[src/logic/tpcm_pkg.sv]
// constants shared by the timer pulse and capture block
package tpcm_pkg;
  // register byte offsets
  localparam logic [7:0] ctrl_a_addr = 8'h00;
  localparam logic [7:0] ctrl_b_addr = 8'h04;
  localparam logic [7:0] cmp_a_addr = 8'h08;
  localparam logic [7:0] cmp_b_addr = 8'h0c;
  localparam logic [7:0] period_addr = 8'h10;
  localparam logic [7:0] flags_addr = 8'h14;
  localparam logic [7:0] count_addr = 8'h18;
  // control field positions
  localparam int mode_lo_bit = 0;
  localparam int pin_ctrl_lo_bit = 2;
  localparam int init_level_bit = 4;
  localparam int polarity_bit = 5;
  localparam int pwm_align_lo_bit = 6;
  localparam int clear_select_bit = 8;
  localparam int run_bit = 9;
  // flag positions
  localparam int flag_a_bit = 0;
  localparam int flag_b_bit = 1;
  localparam int flag_p_bit = 2;
  // widths
  localparam int cmp_w = 10;
  localparam int cnt_w = 11;
  localparam int period_w = 3;
  // mode field encodings
  localparam logic [1:0] mode_compare = 2'h0;
  localparam logic [1:0] mode_capture = 2'h1;
  localparam logic [1:0] mode_pwm = 2'h2;
  localparam logic [1:0] mode_timer = 2'h3;
  localparam logic [1:0] align_centre = 2'h3;
  // pin control encodings
  localparam logic [1:0] pin_off = 2'h0;
  localparam logic [1:0] pin_low = 2'h1;
  localparam logic [1:0] pin_high = 2'h2;
  localparam logic [1:0] pin_toggle = 2'h3;
  localparam logic [1:0] pin_pwm = 2'h2;
  localparam logic [1:0] pin_single = 2'h3;
  localparam logic [1:0] edge_rise = 2'h0;
  localparam logic [1:0] edge_fall = 2'h1;
  localparam logic [1:0] edge_both = 2'h2;
  // period comparator step and full count
  localparam int period_shift = 7;
  localparam logic [10:0] period_full = 11'h400;
  // ahb encodings
  localparam logic [1:0] htrans_nonseq = 2'h2;
  localparam logic [2:0] hsize_word = 3'h2;
endpackage

[src/logic/tpcm_edge.sv]
// two-stage synchroniser with edge detection for one pin
`timescale 1ns/1ns
module tpcm_edge (
  // clock and reset
  input wire logic clock,
  input wire logic rst,
  // asynchronous pin
  input wire logic pin_async,
  // synchronised level and edges
  output logic level,
  output logic rise,
  output logic fall
);
  logic meta_reg;
  logic sync_reg;
  logic prev_reg;

  // first stage only feeds the second stage
  always_ff @(posedge clock) begin
    if (rst) begin
      meta_reg <= 1'b0;
      sync_reg <= 1'b0;
      prev_reg <= 1'b0;
    end else begin
      meta_reg <= pin_async;
      sync_reg <= meta_reg;
      prev_reg <= sync_reg;
    end
  end

  // edges are seen in the same cycle as the synchronised level changes
  assign level = sync_reg;
  assign rise = sync_reg & ~prev_reg;
  assign fall = ~sync_reg & prev_reg;
endmodule

[src/logic/tpcm_ahb.sv]
// ahb-lite slave front end: zero wait states, okay answers only
`timescale 1ns/1ns
module tpcm_ahb (
  // clock and reset
  input wire logic clock,
  input wire logic rst,
  // ahb-lite slave side
  input wire logic hsel,
  input wire logic [31:0] haddr,
  input wire logic [1:0] htrans,
  input wire logic hwrite,
  input wire logic [2:0] hsize,
  input wire logic [31:0] hwdata,
  input wire logic hready,
  output logic hreadyout,
  output logic hresp,
  output logic [31:0] hrdata,
  // register file side
  output logic [7:0] rd_addr,
  input wire logic [31:0] rd_data,
  output logic wr_en,
  output logic [7:0] wr_addr,
  output logic [31:0] wr_data
);
  logic wr_pend_reg;
  logic [7:0] wr_addr_reg;
  logic [31:0] hrdata_reg;
  logic take;
  logic word_ok;

  // only whole aligned words are acted on; others complete with no effect
  assign word_ok = (hsize == tpcm_pkg::hsize_word) && (haddr[1:0] == 2'h0);
  assign take = hsel && hready && htrans[1] && word_ok;
  assign rd_addr = haddr[7:0];

  // address phase: remember write target, sample read data for the data phase
  always_ff @(posedge clock) begin
    if (rst) begin
      wr_pend_reg <= 1'b0;
      wr_addr_reg <= 8'h00;
      hrdata_reg <= 32'h00000000;
    end else begin
      if (hready) begin
        wr_pend_reg <= take && hwrite;
        wr_addr_reg <= haddr[7:0];
      end
      if (take && !hwrite) begin
        hrdata_reg <= rd_data;
      end
    end
  end

  // data phase write strobe uses hwdata as it stands now
  assign wr_en = wr_pend_reg;
  assign wr_addr = wr_addr_reg;
  assign wr_data = hwdata;
  assign hrdata = hrdata_reg;
  assign hreadyout = 1'b1;
  assign hresp = 1'b0;
endmodule

[src/logic/tpcm_top.sv]
// enhanced timer module: compare, pwm, single pulse and capture with ahb-lite registers
//
// Our own choices: the AHB-Lite slave port and the address map.
`timescale 1ns/1ns
module tpcm_top (
  // clock and reset
  input wire logic clock,
  input wire logic rst,
  // ahb-lite slave
  input wire logic hsel,
  input wire logic [31:0] haddr,
  input wire logic [1:0] htrans,
  input wire logic hwrite,
  input wire logic [2:0] hsize,
  input wire logic [31:0] hwdata,
  input wire logic hready,
  output logic hreadyout,
  output logic hresp,
  output logic [31:0] hrdata,
  // timer pins a and b, two-way
  input wire logic timer_pin_a_in,
  output logic timer_pin_a_out,
  output logic timer_pin_a_oe,
  input wire logic timer_pin_b_in,
  output logic timer_pin_b_out,
  output logic timer_pin_b_oe,
  // external clock pin used as single pulse trigger
  input wire logic external_timer_clock_pin
);
  // bus front end wires
  logic [7:0] rd_addr;
  logic [31:0] rd_data;
  logic wr_en;
  logic [7:0] wr_addr;
  logic [31:0] wr_data;

  // widths from the package, declared before any signal that uses them
  localparam int cmp_w_c = tpcm_pkg::cmp_w;
  localparam int cnt_w_c = tpcm_pkg::cnt_w;
  localparam int period_w_c = tpcm_pkg::period_w;

  // control registers, one entry per channel where fields repeat
  logic [1:0] mode_reg [2];
  logic [1:0] pin_ctrl_reg [2];
  logic init_level_reg [2];
  logic polarity_reg [2];
  logic [cmp_w_c-1:0] cmp_reg [2];
  logic [1:0] pwm_align_reg;
  logic counter_clear_select_reg;
  logic counter_run_bit_reg;
  logic counter_run_bit_next;
  logic run_prev_reg;
  logic [2:0] period_compare_value_reg;
  logic [2:0] flags_reg;
  logic [2:0] flags_next;

  // counter state
  logic [cnt_w_c-1:0] cnt_reg;
  logic [cnt_w_c-1:0] cnt_next;
  logic count_up_reg;
  logic count_up_next;

  // synchronised pins
  logic pin_rise [2];
  logic pin_fall [2];
  logic ext_rise;

  tpcm_ahb u_ahb (
    .clock(clock),
    .rst(rst),
    .hsel(hsel),
    .haddr(haddr),
    .htrans(htrans),
    .hwrite(hwrite),
    .hsize(hsize),
    .hwdata(hwdata),
    .hready(hready),
    .hreadyout(hreadyout),
    .hresp(hresp),
    .hrdata(hrdata),
    .rd_addr(rd_addr),
    .rd_data(rd_data),
    .wr_en(wr_en),
    .wr_addr(wr_addr),
    .wr_data(wr_data)
  );

  // pins are always sampled, whatever the output enable says
  tpcm_edge u_edge_a (
    .clock(clock),
    .rst(rst),
    .pin_async(timer_pin_a_in),
    .level(),
    .rise(pin_rise[0]),
    .fall(pin_fall[0])
  );

  tpcm_edge u_edge_b (
    .clock(clock),
    .rst(rst),
    .pin_async(timer_pin_b_in),
    .level(),
    .rise(pin_rise[1]),
    .fall(pin_fall[1])
  );

  tpcm_edge u_edge_ext (
    .clock(clock),
    .rst(rst),
    .pin_async(external_timer_clock_pin),
    .level(),
    .rise(ext_rise),
    .fall()
  );

  // register write decode
  logic wr_ctrl_a;
  logic wr_ctrl_b;
  logic wr_cmp [2];
  logic wr_period;
  logic wr_flags;
  assign wr_ctrl_a = wr_en && (wr_addr == tpcm_pkg::ctrl_a_addr);
  assign wr_ctrl_b = wr_en && (wr_addr == tpcm_pkg::ctrl_b_addr);
  assign wr_cmp[0] = wr_en && (wr_addr == tpcm_pkg::cmp_a_addr);
  assign wr_cmp[1] = wr_en && (wr_addr == tpcm_pkg::cmp_b_addr);
  assign wr_period = wr_en && (wr_addr == tpcm_pkg::period_addr);
  assign wr_flags = wr_en && (wr_addr == tpcm_pkg::flags_addr);

  // operating mode follows channel a fields, single pulse those of both channels; software sets both alike
  logic run_rise;
  logic running;
  logic is_capture;
  logic is_pwm;
  logic is_single;
  logic is_centre;
  logic clear_on_a;
  assign run_rise = counter_run_bit_reg && !run_prev_reg;
  assign running = counter_run_bit_reg;
  assign is_capture = (mode_reg[0] == tpcm_pkg::mode_capture);
  assign is_single = (mode_reg[0] == tpcm_pkg::mode_pwm) && (mode_reg[1] == tpcm_pkg::mode_pwm)
                     && (pin_ctrl_reg[0] == tpcm_pkg::pin_single)
                     && (pin_ctrl_reg[1] == tpcm_pkg::pin_single);
  assign is_pwm = (mode_reg[0] == tpcm_pkg::mode_pwm) && !is_single;
  assign is_centre = is_pwm && (pwm_align_reg == tpcm_pkg::align_centre);
  assign clear_on_a = counter_clear_select_reg && !is_capture && !is_single;

  // period top: 128-count steps, code 0 gives the full 1024
  logic [cnt_w_c-1:0] period_top;
  logic [cnt_w_c-1:0] top_val;
  logic wrap_hit;
  assign period_top = (period_compare_value_reg == 3'h0) ? tpcm_pkg::period_full
                      : cnt_w_c'({period_compare_value_reg, 7'h00});
  assign top_val = clear_on_a ? {1'b0, cmp_reg[0]} : period_top;
  assign wrap_hit = running && (cnt_reg == top_val - 11'h001);

  // comparator matches; with clear on a in edge alignment the period end is the a match
  logic match [2];
  logic p_evt;
  assign match[0] = running && (clear_on_a && !is_centre ? wrap_hit : (cnt_reg == {1'b0, cmp_reg[0]}));
  assign match[1] = running && (cnt_reg == {1'b0, cmp_reg[1]});
  assign p_evt = is_centre ? (running && !count_up_reg && (cnt_reg == 11'h001))
                 : (!is_single && !clear_on_a && wrap_hit);

  // capture edge select per channel
  logic cap_evt [2];
  genvar g;
  generate
    for (g = 0; g < 2; g++) begin : g_cap
      logic sel_rise;
      logic sel_fall;
      assign sel_rise = (pin_ctrl_reg[g] == tpcm_pkg::edge_rise) || (pin_ctrl_reg[g] == tpcm_pkg::edge_both);
      assign sel_fall = (pin_ctrl_reg[g] == tpcm_pkg::edge_fall) || (pin_ctrl_reg[g] == tpcm_pkg::edge_both);
      assign cap_evt[g] = is_capture && running && ((sel_rise && pin_rise[g]) || (sel_fall && pin_fall[g]));
    end
  endgenerate

  // counter: zeroed on run rise, held while stopped
  always_comb begin
    cnt_next = cnt_reg;
    count_up_next = count_up_reg;
    if (run_rise) begin
      cnt_next = '0;
      count_up_next = 1'b1;
    end else if (!running) begin
      cnt_next = cnt_reg;
    end else if (is_single) begin
      cnt_next = cnt_reg + 11'h001;
    end else if (is_centre) begin
      if (count_up_reg) begin
        if (cnt_reg >= top_val) begin
          count_up_next = 1'b0;
          cnt_next = cnt_reg - 11'h001;
        end else begin
          cnt_next = cnt_reg + 11'h001;
        end
      end else if (cnt_reg == 11'h000) begin
        count_up_next = 1'b1;
        cnt_next = 11'h001;
      end else begin
        cnt_next = cnt_reg - 11'h001;
      end
    end else if (wrap_hit) begin
      cnt_next = '0;
    end else begin
      cnt_next = cnt_reg + 11'h001;
    end
  end

  always_ff @(posedge clock) begin
    if (rst) begin
      cnt_reg <= '0;
      count_up_reg <= 1'b1;
      run_prev_reg <= 1'b0;
    end else begin
      cnt_reg <= cnt_next;
      count_up_reg <= count_up_next;
      run_prev_reg <= counter_run_bit_reg;
    end
  end

  // run bit: software write, an a match in single pulse clears it, external edge sets it last so the set wins
  always_comb begin
    counter_run_bit_next = counter_run_bit_reg;
    if (wr_ctrl_a) begin
      counter_run_bit_next = wr_data[tpcm_pkg::run_bit];
    end
    if (is_single && match[0]) begin
      counter_run_bit_next = 1'b0;
    end
    if (is_single && ext_rise) begin
      counter_run_bit_next = 1'b1;
    end
  end

  // sticky flags: write one clears, a new event in the same cycle wins
  logic [2:0] flag_evt;
  assign flag_evt[tpcm_pkg::flag_a_bit] = is_capture ? cap_evt[0] : match[0];
  assign flag_evt[tpcm_pkg::flag_b_bit] = is_capture ? cap_evt[1] : match[1];
  assign flag_evt[tpcm_pkg::flag_p_bit] = p_evt;
  assign flags_next = (flags_reg & ~(wr_flags ? wr_data[2:0] : 3'h0)) | flag_evt;

  // control and flag registers
  always_ff @(posedge clock) begin
    if (rst) begin
      pwm_align_reg <= 2'h0;
      counter_clear_select_reg <= 1'b0;
      counter_run_bit_reg <= 1'b0;
      period_compare_value_reg <= 3'h0;
      flags_reg <= 3'h0;
    end else begin
      counter_run_bit_reg <= counter_run_bit_next;
      flags_reg <= flags_next;
      if (wr_ctrl_a) begin
        pwm_align_reg <= wr_data[tpcm_pkg::pwm_align_lo_bit +: 2];
        counter_clear_select_reg <= wr_data[tpcm_pkg::clear_select_bit];
      end
      if (wr_period) begin
        period_compare_value_reg <= wr_data[period_w_c-1:0];
      end
    end
  end

  // per channel: fields, compare register with capture, and pin output
  logic pin_out [2];
  logic pin_oe [2];
  generate
    for (g = 0; g < 2; g++) begin : g_chan
      logic wr_ctrl;
      logic cmp_state_reg;
      logic pulse_reg;
      logic pwm_active;
      logic level;
      assign wr_ctrl = (g == 0) ? wr_ctrl_a : wr_ctrl_b;

      // capture has priority over a software write in the same cycle
      always_ff @(posedge clock) begin
        if (rst) begin
          mode_reg[g] <= 2'h0;
          pin_ctrl_reg[g] <= 2'h0;
          init_level_reg[g] <= 1'b0;
          polarity_reg[g] <= 1'b0;
          cmp_reg[g] <= '0;
        end else begin
          if (wr_ctrl) begin
            mode_reg[g] <= wr_data[tpcm_pkg::mode_lo_bit +: 2];
            pin_ctrl_reg[g] <= wr_data[tpcm_pkg::pin_ctrl_lo_bit +: 2];
            init_level_reg[g] <= wr_data[tpcm_pkg::init_level_bit];
            polarity_reg[g] <= wr_data[tpcm_pkg::polarity_bit];
          end
          if (cap_evt[g]) begin
            cmp_reg[g] <= cnt_reg[cmp_w_c-1:0];
          end else if (wr_cmp[g]) begin
            cmp_reg[g] <= wr_data[cmp_w_c-1:0];
          end
        end
      end

      // compare-output pin state and single pulse state
      always_ff @(posedge clock) begin
        if (rst) begin
          cmp_state_reg <= 1'b0;
          pulse_reg <= 1'b0;
        end else begin
          if (run_rise) begin
            cmp_state_reg <= init_level_reg[g];
          end else if (match[g]) begin
            case (pin_ctrl_reg[g])
              tpcm_pkg::pin_low: cmp_state_reg <= 1'b0;
              tpcm_pkg::pin_high: cmp_state_reg <= 1'b1;
              tpcm_pkg::pin_toggle: cmp_state_reg <= ~cmp_state_reg;
              default: cmp_state_reg <= cmp_state_reg;
            endcase
          end
          if (!counter_run_bit_reg) begin
            pulse_reg <= 1'b0;
          end else if ((g == 0) ? run_rise : match[1]) begin
            pulse_reg <= 1'b1;
          end
        end
      end

      // pwm duty is computed every cycle whatever the pin control says
      assign pwm_active = running && (cnt_reg < {1'b0, cmp_reg[g]});

      // output level; polarity and initial level ignored in capture
      always_comb begin
        level = 1'b0;
        pin_oe[g] = 1'b0;
        case (mode_reg[g])
          tpcm_pkg::mode_compare: begin
            level = cmp_state_reg;
            pin_oe[g] = 1'b1;
          end
          tpcm_pkg::mode_pwm: begin
            pin_oe[g] = !(g == 0 && clear_on_a);
            if (is_single) begin
              level = pulse_reg ? init_level_reg[g] : ~init_level_reg[g];
            end else if (pin_ctrl_reg[g] == tpcm_pkg::pin_pwm) begin
              level = pwm_active ? init_level_reg[g] : ~init_level_reg[g];
            end else begin
              level = (pin_ctrl_reg[g] == tpcm_pkg::pin_low) ? init_level_reg[g] : ~init_level_reg[g];
            end
          end
          default: begin
            level = 1'b0;
            pin_oe[g] = 1'b0;
          end
        endcase
      end
      assign pin_out[g] = (mode_reg[g] == tpcm_pkg::mode_capture) ? 1'b0 : (level ^ polarity_reg[g]);
    end
  endgenerate

  assign timer_pin_a_out = pin_out[0];
  assign timer_pin_a_oe = pin_oe[0];
  assign timer_pin_b_out = pin_out[1];
  assign timer_pin_b_oe = pin_oe[1];

  // read mux; unmapped offsets read zero
  logic [31:0] ctrl_a_word;
  logic [31:0] ctrl_b_word;
  assign ctrl_a_word = {22'h000000, counter_run_bit_reg, counter_clear_select_reg, pwm_align_reg,
                        polarity_reg[0], init_level_reg[0], pin_ctrl_reg[0], mode_reg[0]};
  assign ctrl_b_word = {26'h0000000, polarity_reg[1], init_level_reg[1], pin_ctrl_reg[1], mode_reg[1]};
  assign rd_data = (rd_addr == tpcm_pkg::ctrl_a_addr) ? ctrl_a_word
                 : (rd_addr == tpcm_pkg::ctrl_b_addr) ? ctrl_b_word
                 : (rd_addr == tpcm_pkg::cmp_a_addr) ? {22'h000000, cmp_reg[0]}
                 : (rd_addr == tpcm_pkg::cmp_b_addr) ? {22'h000000, cmp_reg[1]}
                 : (rd_addr == tpcm_pkg::period_addr) ? {29'h00000000, period_compare_value_reg}
                 : (rd_addr == tpcm_pkg::flags_addr) ? {29'h00000000, flags_reg}
                 : (rd_addr == tpcm_pkg::count_addr) ? {21'h000000, cnt_reg}
                 : 32'h00000000;
endmodule

[config.mk]
export PLATFORM = sky130hd
export DESIGN_NAME = tpcm_top
export DESIGN_NICKNAME = d
export VERILOG_FILES = /design/src/logic/tpcm_pkg.sv /design/src/logic/tpcm_edge.sv /design/src/logic/tpcm_ahb.sv /design/src/logic/tpcm_top.sv
export SDC_FILE = /design/constraint.sdc
export NUM_CORES = 1
export LEC_CHECK = 0
export ABC_AREA = 1
export CORE_MARGIN = 2
export CORE_UTILIZATION = 30
export CTS_CLUSTER_SIZE = 40
export DETAILED_ROUTE_END_ITERATION = 12
export DONT_BUFFER_PORTS = 1
export GPL_TIMING_DRIVEN = 0
export SYNTH_ARGS = -nofsm -noshare
export SYNTH_HDL_FRONTEND = slang
export SYNTH_SLANG_ARGS = --single-unit
[constraint.sdc]
create_clock -name clock -period 3.1 [get_ports clock]
set_input_delay 0.155 -clock clock [delete_from_list [all_inputs] [get_ports clock]]
set_output_delay 0.155 -clock clock [all_outputs]
set_load 0.03 [all_outputs]
## After elaboration in Yosys (flattened, before gate mapping)

Memories as Yosys holds them, arrays and structs flattened.
Cells that the tools add are included.

| word-level totals | value |
|---|---|
| bits in read-only memories | 0 |
| logic and storage cells | 249 |
| bits in latches | 0 |
| bits in writable memories | 32 |
| memories kept | 5 |
| flip-flop bits (word level) | 77 |

| operators by class | value |
|---|---|
| muxes and demuxes | 82 |
| shifts and indexed selects | 0 |
| eq/ne operators | 27 |
| reductions and logical operators | 72 |
| bitwise gates (word level) | 33 |
| div/mod/pow operators | 0 |
| multiply operators | 0 |
| add/sub/neg operators | 3 |
| magnitude comparators | 3 |

Memories:

| memory | depth | width | read ports | clocked after memory_dff | wr ports | RTL line | text |
|---|---|---|---|---|---|---|---|
| cmp_reg | 2 | 10 | 2 | 0 | 2 | tpcm_top.sv:47 | `logic [cmp_w_c-1:0] cmp_reg [2];` |
| mode_reg | 2 | 2 | 2 | 0 | 2 | tpcm_top.sv:43 | `logic [1:0] mode_reg [2];` |
| pin_ctrl_reg | 2 | 2 | 2 | 0 | 2 | tpcm_top.sv:44 | `logic [1:0] pin_ctrl_reg [2];` |
| init_level_reg | 2 | 1 | 2 | 0 | 2 | tpcm_top.sv:45 | `logic init_level_reg [2];` |
| polarity_reg | 2 | 1 | 2 | 0 | 2 | tpcm_top.sv:46 | `logic polarity_reg [2];` |

Operators with widths:

| operator | number |
|---|---|
| 11-bit 2-to-1 mux | 15 |
| 1-bit 2-to-1 mux | 53 |
| 8-bit by 5-bit equality test with 1-bit output (second input constant) | 5 |
| 10-bit 2-to-1 mux | 4 |
| 1-bit logical AND | 39 |
| 8-bit by 4-bit equality test with 1-bit output (second input constant) | 4 |
| 11-bit by 10-bit equality test with 1-bit output | 2 |
| 11-bit by 10-bit < comparator with 1-bit output | 2 |
| 11-bit by 1-bit subtractor with 11-bit output (second input constant) | 2 |
| 8-bit by 3-bit equality test with 1-bit output (second input constant) | 2 |
| 8-bit zero test | 2 |
| 2-bit equality test (second input constant) | 7 |
| 1-bit bitwise OR | 12 |
| 11-bit by 1-bit adder with 11-bit output (second input constant) | 1 |
| 11-bit by 1-bit equality test with 1-bit output (second input constant) | 1 |
| 11-bit equality test | 1 |
| 11-bit greater-or-equal comparator | 1 |
| 11-bit zero test | 1 |
| 1-bit NOT | 11 |
| 2-bit zero test | 5 |
| 2-bit by 1-bit equality test with 1-bit output (second input constant) | 4 |
| 2-bit 2-to-1 mux | 4 |
| 4-bit nonzero test | 2 |
| 1-bit zero test | 7 |
| 16 further kinds | 33 |

## Longest topological paths before layout

An unclocked memory read counts as a cell.

| logic depth | value |
|---|---|
| depth after elaboration | 16 |
| gate-level depth with buffers | 21 |
| mapped depth without buffers | 21 |

## Modules after synthesis

From an unflattened synthesis, not the netlist that was laid out.

| unflattened totals | value |
|---|---|
| cell total of the unflattened synthesis | 1,164 |
| area total of the unflattened synthesis | 7,880.1 µm² |

By module, submodules not included:

| module | area an instance (µm²) | sequential area each (µm²) | cells each | instances |
|---|---|---|---|---|
| tpcm_top | 5,266.3 | 1,501.4 | 762 | 1 |
| tpcm_ahb | 2,332.2 | 820.8 | 366 | 1 |
| tpcm_edge | 93.8 | 60.1 | 12 | 3 |

## Worst setup path before layout

OpenSTA, ideal clock, no wires.

| timing path | value |
|---|---|
| path type | register to register |
| from | memory pin_ctrl_reg[0][0] |
| to | register flags_reg[2] |
| stages on the path, launching flop included | 19 |
| clock period less this slack | 2.693 ns |
| arrival | 2.628 ns |
| setup slack | 0.407 ns |
| required time | 3.035 ns |
| buffers on the path | 0 |
| path through | edfxtp_1 > ha_1 > nand2_1 > inv_1 > nand3_4 > nand2_8 > inv_4 > nand2_1 > ha_1 > xor2_1 > nand3_1 > a21oi_2 > nand2_1 > nor2_1 > nand3b_1 > nor2_4 > nand4_4 > o21a_1 > nor2_1 |

RTL lines:

| item | RTL line | text |
|---|---|---|
| from (decl) | tpcm_top.sv:44 |  |
| to (signal assigned) | tpcm_top.sv:252 | `flags_reg <= flags_next;` |
| to (decl) | tpcm_top.sv:54 | `logic [2:0] flags_reg;` |

==> impl_metrics.ini <==
[run_status]
status = finished clean

[global_route]
overflow = 0
grt_use_total_pct = 18.4
grt_max_degree = 16
grt_pass1_wl_um = 31100
antenna_found_initial = 0
grt_pass1_vias = 5452

[critical_path]
worstPathRequired_ns = 3.40
worst_r2r_startpoint = pin_ctrl_reg[0][0]
crit_arrival_ns = 3.26
r2r-end = flags_reg[2]
reg2reg_depth = 19
reg2reg_slack_ns = 0.14
cp-end-kind = flop
critPathLaunchType = flop
cp_max_fo = 6
crit_type = reg -> reg
startpoint = pin_ctrl_reg[0][0]

[power]
max-vdd-ir-drop_mv = 0.316
powerDensity_nw_per_um2 = 331
cellLeakagePower_nw = 3.27

[timing]
finalMaxSlewViolations = 0
timing.final.crit_period_ns = 2.96
clock-skew-final_ns = 0.0116
setup_viol = 0
worst_pin_slew_ns = 1.14
layout_setup_ws_ns = 0.145
hold_viol = 0
post-route-period-util_pct = 95.3
max-slew-margin-rel_pct = 23.4
maxClockFrequency_mhz = 338

[floorplan]
die_area_um2 = 22400
die_x_um = 150
dieHeight_um = 150
core-area_um2 = 20900
ios = 115
rows = 53
start_util_pct = 30.5

[clocking]
clock_sinks = 88
cts-buffers-inserted = 9
clock_path_buffers = 2
clock-root-buffer = clkbuf_16
clk_latency_ns = 0.36
tritoncts = done
htreeDepth = 3
clk_pin_slew_ns = 0.07

[synth]
syn_inst = 861
synth_seq_cells = 88
synth_seq_area_share_pct = 32.7
synthTopCellsByArea = dfxtp_1 18%, edfxtp_1 15%, ha_1 8.5%
synth_ff_type = dfxtp_1
async_reset_ff_share_pct = 0
synth.area.mux_share_pct = 0
avgSynthCellArea_um2 = 7.39
yosysWarnings = 0
netlist.area_leader.share_pct = 17.6
ys_types = 53
synth_area_um2 = 6360
synth.largest_area_cell = dfxtp_1
synth_edf_count = 32
synth_adder_area_share_pct = 8.45
synthXorXnorAreaFrac_pct = 3.15
synth_compound_area_share_pct = 17.2
synth_top_family_by_area = simple AND/OR/NAND/NOR gates
synthSimpleGateAreaFrac_pct = 26.3

[placement]
place.gp.congestion = 0.933
port_buffers = 0
dp_hpwl_um = 15600
dp_cells = 1157
place_ws_ns = -0.320

[routing]
ant_nets = 0
via_per_inst = 5.08
dr.pass1.iters = 5
wl_per_cell_um = 17.2
drt_iter0_markers = 560
route.detailed.drc = 0
routed_wl_um = 20700
vias = 6100

[min_path]
hold_start = haddr[2]
hp-class = in -> reg
min_to = u_ahb.wr_addr[2]
whs_path_depth = 2

[job]
maxCapViolations = 0

[layout]
diodes = 0
fillCellCount = 2202
fin_cells = 1200
area_delta_synth_final_pct = 18.5
layout-drive-gt1-share_pct = 15.5
largest_reg_flops = 20
nets = 1040
-- routing by layer --
| layer | routed length (um) | track usage (%) | vias to the layer above |
|---|---|---|---|
| met2 | 9580 | 29.5 | 263 |
| met4 | 582 | 7.00 | 0 |
| met3 | 1780 | 3.41 | 38 |
| met5 | 0 | 0 | - |
| met1 | 8720 | 24.6 | 2812 |
| li1 | - | - | 2987 |
-- cell type report --
cell class | count | area, um2 | area share [%]
Buffer | 40 | 258 | 3.42
Clock inverter | 5 | 32.5 | 0.431
Multi-Input combinational cell | 619 | 3830 | 50.8
Sequential cell | 88 | 2080 | 27.6
Clock buffer | 11 | 236 | 3.14
Inverter | 136 | 522 | 6.92
Tap cell | 275 | 344 | 4.56
Timing Repair Buffer | 26 | 235 | 3.12
-- kinds of logic after synthesis --
kind of cell               Yosys count
AOI/OAI and AO/OA                  184
xor gates and xnor gates            22
adders and majority gates           43
buffers and inverters              176
DFF                                 88
other                                2
and+or+nand+nor                    346
-- cells in the mapped netlist, drive strengths merged (3+ instances only) --
master,instances
o211ai,8
nor3,12
a21oi,60
o221ai,5
o31ai,3
clkinv,9
nand3,72
o22ai,29
o32ai,3
clkbuf,13
a31oi,3
ha,43
o21ai,62
dfxtp,56
nor4,5
nor2,101
buf,27
xor2,20
nand2,137
nand4,13
inv,127
edfxtp,32
nand3b,3
-- layout by cell type, fill, tap and decap left out, types with 4 or more instances in the layout --
cell type,n
inv_1,118
nand2_1,117
nor2_1,87
nand3_1,62
dfxtp_1,56
a21oi_1,53
o21ai_0,53
ha_1,36
buf_4,35
edfxtp_1,32
o22ai_1,29
conb_1,23
xor2_1,18
nand2_2,16
clkbuf_1,13
nor3_1,12
nand4_1,11
dlygate4sd3_1,10
nor2_4,9
clkbuf_16,9
clkinv_1,8
inv_2,7
a21oi_2,7
ha_4,6
nand3_4,5
nand3_2,5
buf_6,5
o221ai_1,5
o21ai_1,5
nor2_2,4
nor4_1,4
o211ai_1,4
o211ai_2,4
o21ai_2,4
-- report_power, final --
part | internal [mW] | total, mW | switching [mW]
registers | 1.22 | 1.25 | 0.0241
logic | 0.0671 | 0.217 | 0.150
clock network | 0.553 | 1.03 | 0.478
-- critical path: stages, from the launching register on --
cell,delay (ns)
edfxtp_1,0.48
ha_4,0.22
nand2_2,0.05
inv_2,0.04
nand3_4,0.12
nand2_8,0.09
inv_6,0.12
nand2_2,0.09
ha_4,0.20
xor2_2,0.15
inv_1,0.08
nand2_2,0.06
a21oi_2,0.18
nand2_1,0.09
nor2_2,0.09
nand3b_1,0.12
nor2_4,0.23
nand4_4,0.18
o21a_1,0.24
nor2_1,0.07
-- repair_timing --
item / in CTS / in global routing
hold endpoints to repair: 9 / 0
pin swaps: 2 / 25
resized for setup: 5 / 62
cloned: 1 / 0
setup buffers: 6 / 11
endpoints found under the setup margin: 16 / 24
hold buffers: 10 / 0
-- stage by stage --
stage	setup TNS [ns]	total power, mW	area, um2	utilization [%]	hold slack, ns
floorplan	0	1.42	6440	-	0.262
global placement	-2.74	1.46	6790	32.5	0.267
detailed placement	-2.71	1.47	6790	32.5	0.270
CTS	0	2.49	7230	34.6	0.00846
global route	-0.0726	2.57	7540	36.1	0.0198
finish	0	2.49	7540	36.1	0.0164
-- how the worst max path moves through the flow --
stage / cells after the start / slack, ns / endpoint
6_report: 19 / 0.14 / flags_reg[2]
5_1_grt: 21 / -0.03 / cnt_reg[1]
4_1_cts: 18 / 0.01 / flags_reg[2]
3_5_place_dp: 18 / -0.32 / cnt_reg[5]
3_3_place_gp: 18 / -0.32 / cnt_reg[7]
2_1_floorplan: 18 / 0.41 / flags_reg[2]
No activity file was read; power rests on OpenSTA's default activity.
